<file path="src/logic/timer8_pkg.sv">
// Register map, field layout and mode codes of the 8-bit timer slice
`default_nettype none
package timer8_pkg;
    // Register byte addresses
    localparam logic [7:0] ADDR_CONTROL_A = 8'h44;
    localparam logic [7:0] ADDR_CONTROL_B = 8'h45;
    localparam logic [7:0] ADDR_COUNT = 8'h46;
    localparam logic [7:0] ADDR_COMPARE_A = 8'h47;
    localparam logic [7:0] ADDR_COMPARE_B = 8'h48;
    localparam logic [7:0] ADDR_FLAGS = 8'h35;
    localparam logic [7:0] ADDR_IRQ_MASK = 8'h6e;
    // Reset values
    localparam logic [7:0] RESET_BYTE = 8'h00;
    // Control A fields
    localparam int CA_OUT_MODE_A_LSB = 6;
    localparam int CA_OUT_MODE_B_LSB = 4;
    localparam int CA_WAVE_LOW_LSB = 0;
    localparam logic [7:0] CA_WRITE_MASK = 8'hf3;
    // Control B fields
    localparam int CB_FORCE_A_BIT = 7;
    localparam int CB_FORCE_B_BIT = 6;
    localparam int CB_WAVE_HIGH_BIT = 3;
    localparam int CB_CLOCK_SEL_LSB = 0;
    localparam logic [7:0] CB_WRITE_MASK = 8'h0f;
    // Flag and mask fields
    localparam int MATCH_B_BIT = 2;
    localparam int MATCH_A_BIT = 1;
    localparam int OVERFLOW_BIT = 0;
    localparam logic [7:0] IRQ_WRITE_MASK = 8'h07;
    // Counter limits
    localparam logic [7:0] COUNT_MAX = 8'hff;
    localparam logic [7:0] COUNT_BOTTOM = 8'h00;
    // Clock select codes
    localparam logic [2:0] CS_STOPPED = 3'h0;
    localparam logic [2:0] CS_DIV1 = 3'h1;
    localparam logic [2:0] CS_DIV8 = 3'h2;
    localparam logic [2:0] CS_DIV64 = 3'h3;
    localparam logic [2:0] CS_DIV256 = 3'h4;
    localparam logic [2:0] CS_DIV1024 = 3'h5;
    localparam logic [2:0] CS_EXT_FALL = 3'h6;
    localparam logic [2:0] CS_EXT_RISE = 3'h7;
    // Prescaler tap masks: all ones below the tap means the rate is due
    localparam logic [9:0] PRE_MASK_8 = 10'h007;
    localparam logic [9:0] PRE_MASK_64 = 10'h03f;
    localparam logic [9:0] PRE_MASK_256 = 10'h0ff;
    localparam logic [9:0] PRE_MASK_1024 = 10'h3ff;
    // Waveform mode codes
    localparam logic [2:0] WM_NORMAL = 3'h0;
    localparam logic [2:0] WM_PHASE_FF = 3'h1;
    localparam logic [2:0] WM_CTC = 3'h2;
    localparam logic [2:0] WM_FAST_FF = 3'h3;
    localparam logic [2:0] WM_PHASE_OCA = 3'h5;
    localparam logic [2:0] WM_FAST_OCA = 3'h7;
    // Compare output mode codes
    localparam logic [1:0] OM_OFF = 2'h0;
    localparam logic [1:0] OM_TOGGLE = 2'h1;
    localparam logic [1:0] OM_CLEAR = 2'h2;
    localparam logic [1:0] OM_SET = 2'h3;
    typedef enum logic [1:0] {
        KIND_PLAIN,
        KIND_FAST,
        KIND_PHASE
    } wave_kind_t;
endpackage
`default_nettype wire

</file>
<file path="src/logic/timer8_control_compare_regs.sv">
// Control, counter, compare and interrupt-enable slice of an 8-bit timer
//
// Decided for this implementation: the address-and-strobe port.
`timescale 1ns/1ns
`default_nettype none

module timer8_control_compare_regs (
    input wire logic clk_in,
    input wire logic rst_in,
    input wire logic [7:0] addr_in,
    input wire logic [7:0] wdata_in,
    input wire logic write_in,
    input wire logic read_in,
    output logic [7:0] rdata_out,
    input wire logic external_count_pin_in,
    input wire logic global_irq_enable_in,
    input wire logic vector_ack_match_a_in,
    input wire logic vector_ack_match_b_in,
    input wire logic vector_ack_overflow_in,
    output logic irq_match_a_out,
    output logic irq_match_b_out,
    output logic irq_overflow_out,
    output logic wave_out_a_out,
    output logic wave_out_b_out,
    output logic wave_enable_a_out,
    output logic wave_enable_b_out
);
    // Classify the three-bit waveform mode
    function automatic timer8_pkg::wave_kind_t kind_of(
        input logic [2:0] mode
    );
        if (mode == timer8_pkg::WM_PHASE_FF ||
            mode == timer8_pkg::WM_PHASE_OCA) begin
            kind_of = timer8_pkg::KIND_PHASE;
        end else if (mode == timer8_pkg::WM_FAST_FF ||
                     mode == timer8_pkg::WM_FAST_OCA) begin
            kind_of = timer8_pkg::KIND_FAST;
        end else begin
            kind_of = timer8_pkg::KIND_PLAIN;
        end
    endfunction

    // Next level of one waveform output
    function automatic logic wave_next(
        input logic cur,
        input logic [1:0] om,
        input timer8_pkg::wave_kind_t kind,
        input logic toggle_ok,
        input logic hit,
        input logic force_hit,
        input logic wrap,
        input logic going_up
    );
        wave_next = cur;
        case (kind)
            timer8_pkg::KIND_PLAIN: begin
                if (hit || force_hit) begin
                    case (om)
                        timer8_pkg::OM_TOGGLE: wave_next = ~cur;
                        timer8_pkg::OM_CLEAR: wave_next = 1'b0;
                        timer8_pkg::OM_SET: wave_next = 1'b1;
                        default: wave_next = cur;
                    endcase
                end
            end
            timer8_pkg::KIND_FAST: begin
                if (om == timer8_pkg::OM_CLEAR) begin
                    if (hit) begin
                        wave_next = 1'b0;
                    end else if (wrap) begin
                        wave_next = 1'b1;
                    end
                end else if (om == timer8_pkg::OM_SET) begin
                    if (hit) begin
                        wave_next = 1'b1;
                    end else if (wrap) begin
                        wave_next = 1'b0;
                    end
                end else if (om == timer8_pkg::OM_TOGGLE && toggle_ok) begin
                    if (hit) begin
                        wave_next = ~cur;
                    end
                end
            end
            default: begin
                if (om == timer8_pkg::OM_CLEAR && hit) begin
                    wave_next = ~going_up;
                end else if (om == timer8_pkg::OM_SET && hit) begin
                    wave_next = going_up;
                end else if (om == timer8_pkg::OM_TOGGLE && toggle_ok) begin
                    if (hit) begin
                        wave_next = ~cur;
                    end
                end
            end
        endcase
    endfunction

    logic [7:0] control_a_q;
    logic [3:0] control_b_q;
    logic [7:0] count_q;
    logic [7:0] count_d;
    logic [7:0] compare_a_q;
    logic [7:0] compare_b_q;
    logic [2:0] flags_q;
    logic [2:0] flags_d;
    logic [2:0] mask_q;
    logic [7:0] rdata_q;
    logic [9:0] prescale_q;
    logic pin_meta_q;
    logic pin_sync_q;
    logic pin_prev_q;
    logic up_q;
    logic up_d;
    logic block_q;
    logic wave_a_q;
    logic wave_b_q;

    // Register decode
    wire logic hit_ca = addr_in == timer8_pkg::ADDR_CONTROL_A;
    wire logic hit_cb = addr_in == timer8_pkg::ADDR_CONTROL_B;
    wire logic hit_cnt = addr_in == timer8_pkg::ADDR_COUNT;
    wire logic hit_oa = addr_in == timer8_pkg::ADDR_COMPARE_A;
    wire logic hit_ob = addr_in == timer8_pkg::ADDR_COMPARE_B;
    wire logic hit_fl = addr_in == timer8_pkg::ADDR_FLAGS;
    wire logic hit_im = addr_in == timer8_pkg::ADDR_IRQ_MASK;
    wire logic wr_ca = write_in && hit_ca;
    wire logic wr_cb = write_in && hit_cb;
    wire logic wr_cnt = write_in && hit_cnt;
    wire logic wr_fl = write_in && hit_fl;

    // Mode fields
    wire logic [1:0] out_mode_a =
        control_a_q[timer8_pkg::CA_OUT_MODE_A_LSB +: 2];
    wire logic [1:0] out_mode_b =
        control_a_q[timer8_pkg::CA_OUT_MODE_B_LSB +: 2];
    wire logic [1:0] wave_mode_low_bits =
        control_a_q[timer8_pkg::CA_WAVE_LOW_LSB +: 2];
    wire logic wave_mode_high_bit =
        control_b_q[timer8_pkg::CB_WAVE_HIGH_BIT];
    wire logic [2:0] clock_select =
        control_b_q[timer8_pkg::CB_CLOCK_SEL_LSB +: 3];
    wire logic [2:0] wave_mode = {wave_mode_high_bit,
        wave_mode_low_bits};
    wire timer8_pkg::wave_kind_t kind = kind_of(wave_mode);
    wire logic top_is_oca = wave_mode == timer8_pkg::WM_CTC ||
        wave_mode == timer8_pkg::WM_PHASE_OCA ||
        wave_mode == timer8_pkg::WM_FAST_OCA;
    wire logic [7:0] top = top_is_oca ? compare_a_q :
        timer8_pkg::COUNT_MAX;
    wire logic at_top = count_q == top;
    wire logic at_max = count_q == timer8_pkg::COUNT_MAX;
    wire logic at_bottom = count_q == timer8_pkg::COUNT_BOTTOM;

    // Force strobes: one cycle, only outside PWM modes
    wire logic force_a = wr_cb && wdata_in[timer8_pkg::CB_FORCE_A_BIT] &&
        kind == timer8_pkg::KIND_PLAIN;
    wire logic force_b = wr_cb && wdata_in[timer8_pkg::CB_FORCE_B_BIT] &&
        kind == timer8_pkg::KIND_PLAIN;

    // Timer clock enable
    // The pin is sampled regardless of its port direction
    wire logic pin_rise = pin_sync_q && !pin_prev_q;
    wire logic pin_fall = !pin_sync_q && pin_prev_q;
    logic tick;
    always_comb begin
        tick = 1'b0;
        case (clock_select)
            timer8_pkg::CS_STOPPED: tick = 1'b0;
            timer8_pkg::CS_DIV1: tick = 1'b1;
            timer8_pkg::CS_DIV8: tick =
                (prescale_q & timer8_pkg::PRE_MASK_8) ==
                timer8_pkg::PRE_MASK_8;
            timer8_pkg::CS_DIV64: tick =
                (prescale_q & timer8_pkg::PRE_MASK_64) ==
                timer8_pkg::PRE_MASK_64;
            timer8_pkg::CS_DIV256: tick =
                (prescale_q & timer8_pkg::PRE_MASK_256) ==
                timer8_pkg::PRE_MASK_256;
            timer8_pkg::CS_DIV1024: tick =
                (prescale_q & timer8_pkg::PRE_MASK_1024) ==
                timer8_pkg::PRE_MASK_1024;
            timer8_pkg::CS_EXT_FALL: tick = pin_fall;
            default: tick = pin_rise;
        endcase
    end

    // Compare events, suppressed on the tick after a counter write
    wire logic match_a = tick && !block_q && !wr_cnt &&
        count_q == compare_a_q;
    wire logic match_b = tick && !block_q && !wr_cnt &&
        count_q == compare_b_q;

    // Count sequence
    logic overflow;
    logic wrap;
    always_comb begin
        count_d = count_q;
        up_d = up_q;
        overflow = 1'b0;
        wrap = 1'b0;
        if (wr_cnt) begin
            count_d = wdata_in;
        end else if (tick) begin
            case (kind)
                timer8_pkg::KIND_PHASE: begin
                    if (up_q && at_top) begin
                        up_d = 1'b0;
                        count_d = count_q - 8'h01;
                    end else if (!up_q && at_bottom) begin
                        up_d = 1'b1;
                        overflow = 1'b1;
                        count_d = count_q + 8'h01;
                    end else if (up_q) begin
                        count_d = count_q + 8'h01;
                    end else begin
                        count_d = count_q - 8'h01;
                    end
                end
                timer8_pkg::KIND_FAST: begin
                    up_d = 1'b1;
                    if (at_top) begin
                        count_d = timer8_pkg::COUNT_BOTTOM;
                        overflow = 1'b1;
                        wrap = 1'b1;
                    end else begin
                        count_d = count_q + 8'h01;
                    end
                end
                default: begin
                    up_d = 1'b1;
                    // Only a real match clears in CTC, never a force
                    if (wave_mode == timer8_pkg::WM_CTC && match_a) begin
                        count_d = timer8_pkg::COUNT_BOTTOM;
                    end else begin
                        count_d = count_q + 8'h01;
                    end
                    overflow = at_max;
                end
            endcase
        end
    end

    // Flags: hardware set beats both clears in the same cycle
    wire logic [2:0] flag_set = {match_b, match_a, overflow};
    wire logic [2:0] flag_clr = ({3{wr_fl}} & wdata_in[2:0]) |
        {vector_ack_match_b_in, vector_ack_match_a_in,
        vector_ack_overflow_in};
    assign flags_d = flag_set | (flags_q & ~flag_clr);

    // Read multiplexer, reserved and force bits read zero
    logic [7:0] read_mux;
    always_comb begin
        if (hit_ca) begin
            read_mux = control_a_q & timer8_pkg::CA_WRITE_MASK;
        end else if (hit_cb) begin
            read_mux = {4'h0, control_b_q};
        end else if (hit_cnt) begin
            read_mux = count_q;
        end else if (hit_oa) begin
            read_mux = compare_a_q;
        end else if (hit_ob) begin
            read_mux = compare_b_q;
        end else if (hit_fl) begin
            read_mux = {5'h00, flags_q};
        end else if (hit_im) begin
            read_mux = {5'h00, mask_q};
        end else begin
            read_mux = timer8_pkg::RESET_BYTE;
        end
    end

    always_ff @(posedge clk_in) begin
        if (rst_in) begin
            control_a_q <= timer8_pkg::RESET_BYTE;
            control_b_q <= 4'h0;
            compare_a_q <= timer8_pkg::RESET_BYTE;
            compare_b_q <= timer8_pkg::RESET_BYTE;
            mask_q <= 3'h0;
        end else if (write_in) begin
            if (hit_ca) begin
                control_a_q <= wdata_in & timer8_pkg::CA_WRITE_MASK;
            end
            if (hit_cb) begin
                control_b_q <= wdata_in[3:0];
            end
            if (hit_oa) begin
                compare_a_q <= wdata_in;
            end
            if (hit_ob) begin
                compare_b_q <= wdata_in;
            end
            if (hit_im) begin
                mask_q <= wdata_in[2:0];
            end
        end
    end

    always_ff @(posedge clk_in) begin
        if (rst_in) begin
            count_q <= timer8_pkg::RESET_BYTE;
            up_q <= 1'b1;
            flags_q <= 3'h0;
            block_q <= 1'b0;
        end else begin
            count_q <= count_d;
            up_q <= up_d;
            flags_q <= flags_d;
            // Held until the next timer tick after a counter write
            if (wr_cnt) begin
                block_q <= 1'b1;
            end else if (tick) begin
                block_q <= 1'b0;
            end
        end
    end

    // Shared prescaler runs free; the pin synchroniser feeds an edge stage
    always_ff @(posedge clk_in) begin
        if (rst_in) begin
            prescale_q <= 10'h000;
            pin_meta_q <= 1'b0;
            pin_sync_q <= 1'b0;
            pin_prev_q <= 1'b0;
        end else begin
            prescale_q <= prescale_q + 10'h001;
            pin_meta_q <= external_count_pin_in;
            pin_sync_q <= pin_meta_q;
            pin_prev_q <= pin_sync_q;
        end
    end

    always_ff @(posedge clk_in) begin
        if (rst_in) begin
            wave_a_q <= 1'b0;
            wave_b_q <= 1'b0;
        end else begin
            wave_a_q <= wave_next(wave_a_q, out_mode_a, kind,
                wave_mode_high_bit, match_a, force_a, wrap,
                up_q);
            wave_b_q <= wave_next(wave_b_q, out_mode_b, kind,
                1'b0, match_b, force_b, wrap, up_q);
        end
    end

    always_ff @(posedge clk_in) begin
        if (rst_in) begin
            rdata_q <= timer8_pkg::RESET_BYTE;
        end else if (read_in) begin
            rdata_q <= read_mux;
        end else begin
            rdata_q <= timer8_pkg::RESET_BYTE;
        end
    end

    assign rdata_out = rdata_q;
    assign irq_match_b_out = global_irq_enable_in &&
        mask_q[timer8_pkg::MATCH_B_BIT] &&
        flags_q[timer8_pkg::MATCH_B_BIT];
    assign irq_match_a_out = global_irq_enable_in &&
        mask_q[timer8_pkg::MATCH_A_BIT] &&
        flags_q[timer8_pkg::MATCH_A_BIT];
    assign irq_overflow_out = global_irq_enable_in &&
        mask_q[timer8_pkg::OVERFLOW_BIT] &&
        flags_q[timer8_pkg::OVERFLOW_BIT];
    assign wave_out_a_out = wave_a_q;
    assign wave_out_b_out = wave_b_q;
    assign wave_enable_a_out = out_mode_a != timer8_pkg::OM_OFF;
    assign wave_enable_b_out = out_mode_b != timer8_pkg::OM_OFF;
endmodule // timer8_control_compare_regs

`default_nettype wire

</file>
<file path="config.mk">
export PLATFORM = sky130hd
export DESIGN_NAME = timer8_control_compare_regs
export DESIGN_NICKNAME = d
export VERILOG_FILES = /design/src/logic/timer8_pkg.sv /design/src/logic/timer8_control_compare_regs.sv
export SDC_FILE = /design/constraint.sdc
export NUM_CORES = 1
export LEC_CHECK = 0
export BUFFER_PORTS_ARGS = -buffer_cell sky130_fd_sc_hd__buf_2
export CAP_MARGIN = 20
export CORE_MARGIN = 1.5
export CORE_UTILIZATION = 60
export CTS_CLUSTER_DIAMETER = 50
export DETAILED_ROUTE_END_ITERATION = 12
export PLACE_DENSITY = 0.8
export SLEW_MARGIN = 15
export SYNTH_ARGS = -nofsm -noshare
export SYNTH_HDL_FRONTEND = slang
export SYNTH_SLANG_ARGS = --single-unit
</file>
<file path="constraint.sdc">
create_clock -name clk_in -period 6.9 [get_ports clk_in]
set_input_delay 0.345 -clock clk_in [delete_from_list [all_inputs] [get_ports clk_in]]
set_output_delay 0.345 -clock clk_in [all_outputs]
set_load 0.005 [all_outputs]
</file>
# ---- Yosys cells after proc, flatten, opt, wreduce, memory -nomap -nowiden
# Index checks and enable logic that the tools add are counted.
dict set report op_classes {
  add_sub_neg 3
  n_eq_ne 44
  n_mux 55
  n_bitwise 10
  reduce_logical 55
}
# operator count
set op_table {}
lappend op_table {{2-to-1 mux 8 bit} 13}
lappend op_table {{equality test 8 x 7 -> 1 bit (second input constant)} 6}
lappend op_table {{2-to-1 mux 1 bit} 32}
lappend op_table {{logical AND 1 bit} 27}
lappend op_table {{equality test 8 bit} 3}
lappend op_table {{equality test 3 bit (second input constant)} 6}
lappend op_table {{equality test 8 bit (second input constant)} 2}
lappend op_table {{!= test 4 bit (second input constant)} 4}
lappend op_table {{case mux 8 bit (2 select lines)} 1}
lappend op_table {{equality test 3 x 2 -> 1 bit (second input constant)} 4}
lappend op_table {{adder 10 x 1 -> 10 bit (second input constant)} 1}
lappend op_table {{equality test 10 bit (second input constant)} 1}
lappend op_table {{equality test 2 bit (second input constant)} 5}
lappend op_table {{AND reduction 2 bit} 5}
lappend op_table {{adder 8 x 1 -> 8 bit (second input constant)} 1}
lappend op_table {{equality test 8 x 6 -> 1 bit (second input constant)} 1}
lappend op_table {{logical NOT 8 bit} 1}
lappend op_table {{!= test 4 x 1 -> 1 bit (second input constant)} 2}
lappend op_table {{subtractor 8 x 1 -> 8 bit (second input constant)} 1}
lappend op_table {{case mux 1 bit (7 select lines)} 1}
lappend op_table {{AND 3 bit} 2}
lappend op_table {{equality test 2 x 1 -> 1 bit (second input constant)} 3}
lappend op_table {{equality test 3 x 1 -> 1 bit (second input constant)} 2}
lappend op_table {{equality test 6 bit (second input constant)} 1}
lappend op_table {{other kinds (20)} 42}
dict set report word_totals {
  ff_bits 65
  in_bits 25
  output_inout_bits 15
  word_cells 184
}

# ---- Longest topological paths before layout
# Gate-level depths: netlist of run 1.
dict set report depth {
  ltp_word 14
  mapped_depth 12
}

# ---- Least setup slack after synthesis of run 1
# OpenSTA, ideal clock, no wires.
dict set report synth_timing {
  path_kind {flip-flop to flip-flop}
  from {register prescale_q[0]}
  to {register wave_b_q, in the netlist wave_out_b_out}
  setup_ps 133
  arrival_ps 2537
  required_time_ps 6767
  slack_ps 4230
  stages_incl_launch_ff 13
  path_buffers 0
  cell_sequence {dfxtp_1 ha_1 ha_1 nand2_1 mux2i_1 o21bai_1 a2111oi_1 ha_1 nand2b_1 a32oi_1 a21oi_1 a221oi_1 a311oi_1}
}
dict set report synth_between {
  elab_chain_cells 9
  word_cells_on_any_way 24
  cone_classes {eq/ne: 7; mux: 9; reduce/logical: 8}
}
# element line_no
set synth_rtl {}
lappend synth_rtl {{start, declared} timer8_control_compare_regs.sv:109} ;# logic [9:0] prescale_q;
lappend synth_rtl {{start signal, assigned} timer8_control_compare_regs.sv:326} ;# prescale_q <= prescale_q + 10'h001;
lappend synth_rtl {{equality test 10 bit, or another cell as far along} timer8_control_compare_regs.sv:181} ;# (prescale_q & timer8_pkg::PRE_MASK_1024) ==
lappend synth_rtl {{case mux 1 bit (7 select lines) (*)} timer8_control_compare_regs.sv:168} ;# case (clock_select)
lappend synth_rtl {{logical AND 1 bit (3 in a row)} timer8_control_compare_regs.sv:191} ;# wire logic match_b = tick && !block_q && !wr_cnt &&
lappend synth_rtl {{2-to-1 mux 1 bit} timer8_control_compare_regs.sv:74} ;# if (hit) begin
lappend synth_rtl {{2-to-1 mux 1 bit} timer8_control_compare_regs.sv:73} ;# end else if (om == timer8_pkg::OM_SET) begin
lappend synth_rtl {{2-to-1 mux 1 bit} timer8_control_compare_regs.sv:67} ;# if (om == timer8_pkg::OM_CLEAR) begin
lappend synth_rtl {{case mux 1 bit (2 select lines)} timer8_control_compare_regs.sv:55} ;# case (kind)
lappend synth_rtl {{end signal, assigned} timer8_control_compare_regs.sv:341} ;# wave_b_q <= wave_next(wave_b_q, out_mode_b, kind,
lappend synth_rtl {{end, declared} timer8_control_compare_regs.sv:117} ;# logic wave_b_q;
# Every way passes the cells marked *; elsewhere a longest branch is shown, timed or not. The select of a mux whose other input is x is not followed.
# A chain may end at the register's enable or synchronous reset.

# ---- Worst setup path in the final report of run 1
dict set report layout_timing {
  from {input port write_in}
  to {register wave_b_q, in the netlist wave_out_b_out}
}
dict set report layout_between {
  elab_chain_cells 8
  word_cells_on_any_way 22
  cone_classes {eq/ne: 3; mux: 7; reduce/logical: 12}
}
# element line_no
set layout_rtl {}
lappend layout_rtl {{start, declared} timer8_control_compare_regs.sv:12} ;# input wire logic write_in,
lappend layout_rtl {{logical AND 1 bit} timer8_control_compare_regs.sv:129} ;# wire logic wr_cnt = write_in && hit_cnt;
lappend layout_rtl {{logical NOT 1 bit} timer8_control_compare_regs.sv:191}
lappend layout_rtl {{logical AND 1 bit (2 in a row)} timer8_control_compare_regs.sv:191}
lappend layout_rtl {{2-to-1 mux 1 bit} timer8_control_compare_regs.sv:74}
lappend layout_rtl {{2-to-1 mux 1 bit} timer8_control_compare_regs.sv:73}
lappend layout_rtl {{2-to-1 mux 1 bit} timer8_control_compare_regs.sv:67}
lappend layout_rtl {{case mux 1 bit (2 select lines)} timer8_control_compare_regs.sv:55}
# Parallel ways exist; a longest one is shown, timed or not. The select of a mux whose other input is x is not followed.

==> results.json, run 1 <==
{
  "drive_gt1_share_pct": 13.9,
  "clockRootBuffer": "clkbuf_8",
  "synth_area_leaders": "dfxtp_1, a21oi_1, nand3_1",
  "routed-via-count": 3941,
  "worst_ir_drop_vdd_mv": 0.127,
  "crit_type": "in -> reg",
  "dp_slack_ns": 3.40,
  "numPortBuffers": 39,
  "cts.sinks": 65,
  "clock_skew_ns": 0.00845,
  "yosysWarnings": 0,
  "met1_length_mm": 4.49,
  "ys.flop_type": "dfxtp_1",
  "finalSetupViolCount": 0,
  "synth_top_family_by_area": "simple AND/OR/NAND/NOR gates",
  "cp_common_cell": "nand2b_1",
  "synth-xor-area-share_pct": 5.66,
  "yosysSeqAreaShare_pct": 33.6,
  "fin_ws_ns": 3.72,
  "drtAntennaViolNets": 0,
  "slowest_stage": "a2111oi_1",
  "drt_iter0_drc": 508,
  "hp-start": "external_count_pin_in",
  "drc_errors": 0,
  "cap_violations": 0,
  "drtPass1Iterations": 5,
  "die_y_um": 83.3,
  "gp_congestion": 0.895,
  "grt_pass1_wl_mm": 17.9,
  "synthCells": 489,
  "syn_avg_cell_area_um2": 7.91,
  "antenna_found_initial": 0,
  "setup_tns_ns": 0,
  "synth.distinct_cells": 70,
  "post-route-period-util_pct": 46.0,
  "worst-endpoint-arrival_ns": 3.37,
  "max-slew-margin-rel_pct": 30.4,
  "nets": 542,
  "worstReg2RegStart": "prescale_q[0]",
  "die_w_um": 83.3,
  "synth_compound_area_share_pct": 22.3,
  "vias_per_cell": 6.63,
  "critical_path.cell_chain": "buf_2 > inv_1 > or4b_1 > nand2b_1 > a2111oi_1 > ha_1 > nand2b_1 > a32oi_1 > a21oi_1 > a221oi_1 > a311oi_1",
  "maxSlewViolCount": 0,
  "synth_seq_cells": 65,
  "ioPinCount": 40,
  "clk_latency_ns": 0.35,
  "synth_area_leader_cell": "dfxtp_1",
  "synthAdderAreaFrac_pct": 1.62,
  "cts_tree": "yes",
  "yosysMostFrequentCell": "dfxtp_1",
  "wl_met3_mm": 1.09,
  "rsz0062_at_grt": "no",
  "synth_edf_count": 0,
  "finalHoldViolCount": 0,
  "wl_met2_mm": 4.92,
  "async_flop_share_pct": 0,
  "grt-ovfl-total": 0,
  "start_util_pct": 61.6,
  "clk_path_buf_depth": 2,
  "leakagePower_nw": 1.50,
  "hpwlAfterDp_mm": 7.61,
  "cts.clk_slew.worst_paths_ns": 0.08,
  "hold_class": "in -> reg",
  "syn_nets": 519,
  "highest_layer": "met4",
  "critPathMaxFanout": 40,
  "cp-end-kind": "register",
  "synth_mux_area_share_pct": 0.776,
  "wl_mm": 10.9,
  "p_per_area_nw_per_um2": 179,
  "routedWlPerCell_um": 18.3,
  "dieArea_um2": 6940,
  "antenna_cells": 0,
  "core_area_um2": 6280,
  "htreeDepth": 3,
  "grtUsageTotal_pct": 31.9,
  "max_stage_delay_ns": 0.66,
  "power_mw": 0.754,
  "crit_start": "write_in",
  "synth_top_area_share_pct": 33.6,
  "worstMarginPinSlew_ns": 1.04,
  "synth-simple-area-share_pct": 30.1,
  "syn2layout_area_growth_pct": 9.06,
  "start_kind": "input pin",
  "cts_hold_buf": 0,
  "grt_max_degree": 53,
  "critPathRequiredTime_ns": 7.09,
  "clock.fmax_ghz": 0.315,
  "grt_pass1_vias": 3622,
  "hold_ws_ns": 0.209,
  "cts_resized": 0,
  "synth_area_um2": 3870,
  "status": "finished, final reports clean",
  "rows": 29,
  "synthTopCellsByCount": "dfxtp_1, nand2_1, a21oi_1, nand3_1, nor2_1",
  "postCtsSetupBuffers": 0,
  "period_needed_ns": 3.18,
  "cts_buffers": 9
}
==> area by class of cell <==
cell class | instances | area, um^2
Multi-Input combinational cell | 377 | 2340
Fill cell | 529 | 2060
Sequential cell | 65 | 1300
Timing Repair Buffer | 42 | 218
Clock buffer | 11 | 141
Tap cell | 77 | 96.3
Inverter | 17 | 63.8
Clock inverter | 5 | 55.1
==> cells in the final DEF (no fill, tap or decap), types with 3 or more instances in the layout <==
master / instances
dfxtp_1: 65
a222oi_1: 4
buf_2: 39
clkbuf_8: 10
nand4_1: 5
o21ai_0: 8
nor2b_1: 14
a211oi_1: 6
nand2b_1: 16
xor2_1: 6
ha_1: 5
buf_4: 3
a21oi_1: 52
nand2_1: 58
a221oi_1: 4
nor3_1: 5
nor4_1: 5
o221ai_1: 4
or3_1: 3
nand3_1: 52
o2111ai_1: 3
mux2i_1: 3
a31oi_1: 5
and3_1: 8
o21a_1: 3
a22oi_1: 11
inv_1: 15
o22ai_1: 4
xnor2_1: 19
nor2_1: 27
==> worst max-delay path: cells and delay by family <==
kind                     cells  cell delay [ns]
AND/OR/NAND/NOR              3             0.90
adder cells (fa/ha/maj)      1             0.32
buffers and inverters        2             0.43
AO/OA/AOI/OAI                5             1.36
==> kinds of logic (layout without fill, tap and decap cells) <==
group | after synthesis | count (layout)
AOI/OAI and AO/OA | 127 | 127
xor gates and xnor gates | 25 | 25
adders and majority gates | 5 | 5
buffers and inverters | 47 | 75
DFF | 65 | 65
muxes | 3 | 3
and+or+nand+nor | 217 | 217
==> where the power goes <==
part / internal, mW / total [mW] / switching [mW]
Sequential: 0.378 / 0.383 / 0.00449
Clock: 0.175 / 0.327 / 0.152
Combinational: 0.0156 / 0.0447 / 0.0291
Total: 0.569 / 0.754 / 0.185
==> metrics by stage <==
stage / area (um^2) / instances / util, %
2_1_floorplan: 3870 / 489 / -
3_3_place_gp: 4010 / 577 / 63.9
3_5_place_dp: 4010 / 577 / 63.9
4_1_cts: 4210 / 593 / 67.0
5_1_grt: 4220 / 594 / 67.2
6_report: 4220 / 594 / 67.2
==> sequential cells by signal (all words and copies together), names as in the netlist <==
name / flops
pin_prev_q: 1
mask_q: 3
flags_q: 3
compare_a_q: 8
wave_out_a_out: 1
wave_out_b_out: 1
control_a_q: 6
pin_sync_q: 1
compare_b_q: 8
prescale_q: 10
rdata_out: 8
count_q: 8
block_q: 1
control_b_q: 4
up_q: 1
pin_meta_q: 1
==> routing by layer <==
metal  global-route usage (%)  vias to the layer above
met5                        0                        -
met4                     15.3                        0
met2                     49.2                      228
met3                     6.96                       35
li1                         -                     1827
met1                     42.3                     1851
==> worst paths after layout <==
kind	depth (start not counted)	slack (ns)	to
worst max-delay path	11	3.72	wave_out_b_out
worst min-delay path	2	0.21	pin_meta_q
worst max register to register	12	3.85	wave_out_b_out
worst min register to register	1	0.44	pin_sync_q
(Power assumes the default switching activity.)
==> run 2: changes to the inputs <==
Settings changed: ABC_AREA set to 1, CORE_UTILIZATION 60 to 59, PLACE_DENSITY 0.8 to 0.79.
Clock period 6.9 ns to 3.2 ns, I/O delays scaled along.
==> run 2 against run 1 <==
Against the previous run:
- sequential cell count did not move
- via count rose by 5.2%
- non-clock buffer count decreased by 2
- hold slack lost 0.19 ns
==> results.json, run 2 <==
{
  "grt-ovfl-total": 0,
  "setup_tns_ns": 0,
  "drc_errors": 0,
  "grtUsageTotal_pct": 32.6,
  "antenna_found_initial": 0,
  "cts_tree": "yes",
  "hold_class": "in -> reg",
  "mostFrequentLayoutCells": "nand2_1, inv_1, nor2_1, dfxtp_1, a21oi_1",
  "clk_path_buf_depth": 2,
  "synthCells": 603,
  "leakagePower_nw": 1.98,
  "period_needed_ns": 2.60,
  "clk_latency_ns": 0.35,
  "die_y_um": 85.2,
  "max-slew-margin-rel_pct": 59.0,
  "syn2layout_area_growth_pct": 9.86,
  "synthTopCellsByCount": "nand2_1, inv_1, dfxtp_1, nor2_1, a21oi_1",
  "drive_gt1_share_pct": 16.2,
  "wl_mm": 11.2,
  "place_area_um2": 4200,
  "yosysWarnings": 0,
  "critPathRequiredTime_ns": 3.44,
  "grt_pass1_vias": 3947,
  "vias_per_cell": 5.76,
  "finalSetupViolCount": 0,
  "die_w_um": 85.2,
  "hpwlAfterDp_mm": 8.45,
  "postCtsSetupBuffers": 0,
  "synth_top_area_share_pct": 32.7,
  "layout_commonest_cell": "nand2_1",
  "routed-via-count": 4145,
  "nets": 668,
  "power_mw": 1.56,
  "yosysSeqAreaShare_pct": 32.7,
  "synth_edf_count": 0,
  "synth_area_um2": 3980,
  "largest_reg_flops": 10,
  "async_flop_share_pct": 0,
  "numPortBuffers": 39,
  "grt_max_degree": 32,
  "core_area_um2": 6420,
  "synth_area_leaders": "dfxtp_1, nand2_1, inv_1",
  "cts_buffers": 9,
  "gp_congestion": 0.948,
  "clockRootBuffer": "clkbuf_8",
  "drtAntennaViolNets": 0,
  "htreeDepth": 3,
  "crit_type": "reg -> reg",
  "clock_skew_ns": 0.00981,
  "rows": 29,
  "syn_avg_cell_area_um2": 6.61,
  "clock.fmax_ghz": 0.385,
  "ys.flop_type": "dfxtp_1",
  "drtPass1Iterations": 6,
  "cap_violations": 0,
  "yosysMostFrequentCell": "nand2_1",
  "critPathMaxFanout": 3,
  "synth_seq_cells": 65,
  "placed_cells": 704,
  "finalHoldViolCount": 0,
  "routedWlPerCell_um": 15.6,
  "start_util_pct": 62.0,
  "worstMarginPinSlew_ns": 0.615,
  "post-route-period-util_pct": 81.2,
  "cts_resized": 0,
  "cts_hold_buf": 0,
  "p_per_area_nw_per_um2": 356,
  "cts.clk_slew.worst_paths_ns": 0.08,
  "grt_pass1_wl_mm": 18.6,
  "dieArea_um2": 7250,
  "worst_ir_drop_vdd_mv": 0.272,
  "syn_nets": 633,
  "design_area_um2": 4380,
  "fin_util_pct": 68.1,
  "cts.sinks": 65,
  "status": "finished, final reports clean",
  "synth_area_leader_cell": "dfxtp_1",
  "regMostFlops": "prescale_q",
  "cp-end-kind": "register",
  "rsz0062_at_grt": "no",
  "worst-endpoint-arrival_ns": 2.84,
  "ioPinCount": 40,
  "maxSlewViolCount": 0,
  "drt_iter0_drc": 504,
  "final_cells": 720,
  "antenna_cells": 0,
  "start_kind": "register",
  "synth.distinct_cells": 45
}
[run 2: cell families (layout without fill, tap and decap cells)]
group	Yosys count	in the layout	share of synthesized area, %
AND/OR/NAND/NOR	271	271	31.1
AO/OA/AOI/OAI	130	130	19.1
buffers and inverters	113	153	11.4
flip-flops	65	65	32.7
XOR/XNOR	19	19	4.18
adder cells (fa/ha/maj)	5	5	1.57
[run 2: metrics by stage]
step | setup WS (ns) | hold slack [ns]
after CTS | 0.664 | 0.00258
after global placement | 0.898 | 0.364
after floorplan | 1.04 | 0.267
after global routing | 0.405 | 0.00956
after detailed placement | 0.705 | 0.370
final | 0.600 | 0.0146
[run 2: report_power, final]
group	leakage (nW)	switching (mW)	internal [mW]
sequential	0.525	0.00493	0.814
clock	0.0922	0.341	0.303
combinational	1.36	0.0654	0.0287
total	1.98	0.412	1.15
[run 2: critical path, cell delays in order (launching register included)]
cell      delay, ns
dfxtp_1        0.36
ha_1           0.18
nand2_1        0.06
nor2_1         0.14
inv_2          0.06
nor2_1         0.15
o21ai_1        0.13
a21oi_1        0.32
nand2_1        0.14
inv_1          0.11
ha_1           0.18
xnor2_1        0.14
nor2_1         0.06
a221oi_1       0.24
nand3_1        0.12
nand2_1        0.08
nor2_1         0.04
[run 2: path summary, 6_finish.rpt]
path	startpoint	to	slack, ns	depth (start not counted)
max	prescale_q[0]	wave_out_b_out	0.60	16
min	external_count_pin_in	pin_meta_q	0.01	3
max reg2reg	prescale_q[0]	wave_out_b_out	0.60	16
min reg2reg	pin_meta_q	pin_sync_q	0.41	2
[run 2: cell type report]
type                    instances  area (um^2)
inverters                      97          367
clock inverters                 6         43.8
repair buffers                 40          203
flip-flops and latches         65         1300
multi-input cells             425         2230
well taps                      77         96.3
fillers                       590         2050
clock buffers                  10          138
[run 2: metal layers]
metal / vias to the layer above / wire [um] / track usage (%)
met5: - / 0 / 0
met3: 30 / 923 / 6.91
met4: 0 / 331 / 13.3
met2: 203 / 5180 / 53.9
li1: 2036 / - / -
met1: 1876 / 4810 / 41.5
==> run 3: changes to the inputs <==
Settings changed: ABC_AREA 1 to 0.
Clock period 3.2 ns to 2.6 ns, I/O delays scaled along.
==> run 3 against run 2 <==
Against the previous run:
- the run now ends with setup timing left
- utilization increased by 4.0 points
- sequential share of layout area is 1.2 points lower
- non-clock buffer count rose by 40
- total power is 38% higher
- maximum frequency fell by 0.36%
- die area is 2.8% lower
- count of clock-buffer cells in the layout did not move
- clock skew grew 0.0055 ns
- sequential cell count stayed put
- clock power is 55% higher
- via count grew 0.58%
- critical endpoint unchanged
==> results.json, run 3 (synthesized netlist as in run 1, its figures left out) <==
{
  "worst_ir_drop_vdd_mv": 0.367,
  "rows": 29,
  "r2r_cells": 13,
  "routed-via-count": 4169,
  "cts_tree": "yes",
  "leakagePower_nw": 1.71,
  "hp-start": "external_count_pin_in",
  "critPathRequiredTime_ns": 2.81,
  "crit_start": "prescale_q[0]",
  "cpLargestDelayFamily": "compound AO/OA/AOI/OAI gates",
  "p_per_area_nw_per_um2": 469,
  "hold_ws_ns": 0.000816,
  "critPathMaxFanout": 4,
  "cap_violations": 0,
  "clockPowerShare_pct": 46.4,
  "antenna_found_initial": 0,
  "grtUsageTotal_pct": 33.7,
  "antenna_cells": 0,
  "cts.clk_slew.worst_paths_ns": 0.08,
  "clock_skew_ns": 0.0153,
  "ioPinCount": 40,
  "gp_congestion": 0.947,
  "drc_errors": 0,
  "start_kind": "register",
  "power_switching_mw": 0.523,
  "max_stage_delay_ns": 0.38,
  "maxSlewViolCount": 0,
  "seq_area_um2": 1310,
  "setup_tns_ns": -0.00934,
  "cts.sinks": 65,
  "violations": "setup timing",
  "start_util_pct": 60.9,
  "crit_buf_inv": 2,
  "p_int_mw": 1.63,
  "routedWlPerCell_um": 18.6,
  "max-slew-margin-rel_pct": 58.1,
  "grt_max_degree": 52,
  "drt_iter0_drc": 539,
  "fin_ws_ns": -0.00934,
  "slowest_stage": "a2111oi_4",
  "core_area_um2": 6350,
  "worstReg2RegStart": "prescale_q[0]",
  "crit_type": "reg -> reg",
  "largest_reg_flops": 10,
  "grt-ovfl-total": 0,
  "clockRootBuffer": "clkbuf_8",
  "rsz0062_at_grt": "yes",
  "r2r-end": "wave_out_b_out",
  "grt_pass1_wl_mm": 18.9,
  "grt_pass1_vias": 3758,
  "period_needed_ns": 2.61,
  "regMostFlops": "prescale_q",
  "placed_cells": 612,
  "htreeDepth": 3,
  "vias_per_cell": 6.60,
  "layout_commonest_cell": "dfxtp_1",
  "die_w_um": 84.0,
  "design_area_um2": 4580,
  "mostFrequentLayoutCells": "dfxtp_1, nand2_1, a21oi_1, nand3_1, buf_4",
  "finalHoldViolCount": 0,
  "clock.fmax_ghz": 0.383,
  "hpwlAfterDp_mm": 8.25,
  "cts_hold_buf": 0,
  "multi_input_area_um2": 2380,
  "cp_common_cell": "buf_4",
  "status": "finished with violations",
  "cts_buffers": 9,
  "numPortBuffers": 39,
  "hold_depth": 2,
  "hold_end": "pin_meta_q",
  "worstMarginPinSlew_ns": 0.626,
  "critical_path.cell_chain": "ha_4 > ha_1 > nand2_1 > mux2i_1 > o21bai_2 > a2111oi_4 > ha_2 > buf_4 > buf_4 > xnor2_1 > o21ai_0 > a221oi_1 > a311oi_1",
  "dieArea_um2": 7050,
  "wl_mm": 11.8,
  "clk_path_buf_depth": 2,
  "clk_latency_ns": 0.35,
  "drive_gt1_share_pct": 21.1,
  "final_cells": 632,
  "combPwrFrac_pct": 6.5,
  "worst-endpoint-arrival_ns": 2.82,
  "drtAntennaViolNets": 0,
  "switching_share_pct": 24.3,
  "die_y_um": 84.0,
  "hold_class": "in -> reg",
  "nets": 580,
  "p_seq_share_pct": 47.1,
  "post-route-period-util_pct": 100,
  "finalSetupViolCount": 1,
  "place_area_um2": 4280,
  "rrSetupSlack_ns": -0.009,
  "syn2layout_area_growth_pct": 18.4,
  "dp_slack_ns": -0.0675,
  "n_fill_cell": 481,
  "drtPass1Iterations": 6,
  "cp-end-kind": "register"
}
run 3: power groups by stage:
stage                     logic, mW  registers, mW  clock network, mW
final                         0.140           1.01              0.997
after CTS                     0.136           1.01              0.996
after global placement        0.131           1.03                  0
after detailed placement      0.134           1.03                  0
after floorplan              0.0705           1.03                  0
after global routing          0.151           1.01               1.04
run 3: cell type report:
class,instances,area share (%)
flip-flops and latches,65,28.5
repair buffers,80,11.0
inverters,17,1.39
clock inverters,6,1.97
well taps,77,2.10
multi-input cells,377,52.0
clock buffers,10,3.01
run 3: how the worst max path moves through the flow:
stage / end / slack, ns / depth (start not counted)
2_1_floorplan: wave_out_b_out / 0.05 / 12
3_3_place_gp: wave_out_b_out / 0.09 / 12
3_5_place_dp: wave_out_b_out / -0.07 / 12
4_1_cts: wave_out_b_out / 0.002 / 12
5_1_grt: wave_out_b_out / -0.15 / 13
6_report: wave_out_b_out / -0.009 / 13
run 3: metrics by stage:
| stage | utilization [%] | power, mW |
|---|---|---|
| finish | 72.1 | 2.15 |
| global placement | 67.4 | 1.16 |
| floorplan | - | 1.10 |
| CTS | 71.5 | 2.14 |
| global route | 72.1 | 2.20 |
| detailed placement | 67.4 | 1.17 |
run 3: timing repair:
action,CTS,global route
pin swaps,2,4
buffers inserted,3,1
resized for setup,3,6
setup endpoints to repair,1,1
run 3: routing by layer:
metal,global-route usage [%],wire (um)
met5,0,0
met4,12.8,434
met3,7.72,1200
met2,51.6,5270
met1,46.0,4840
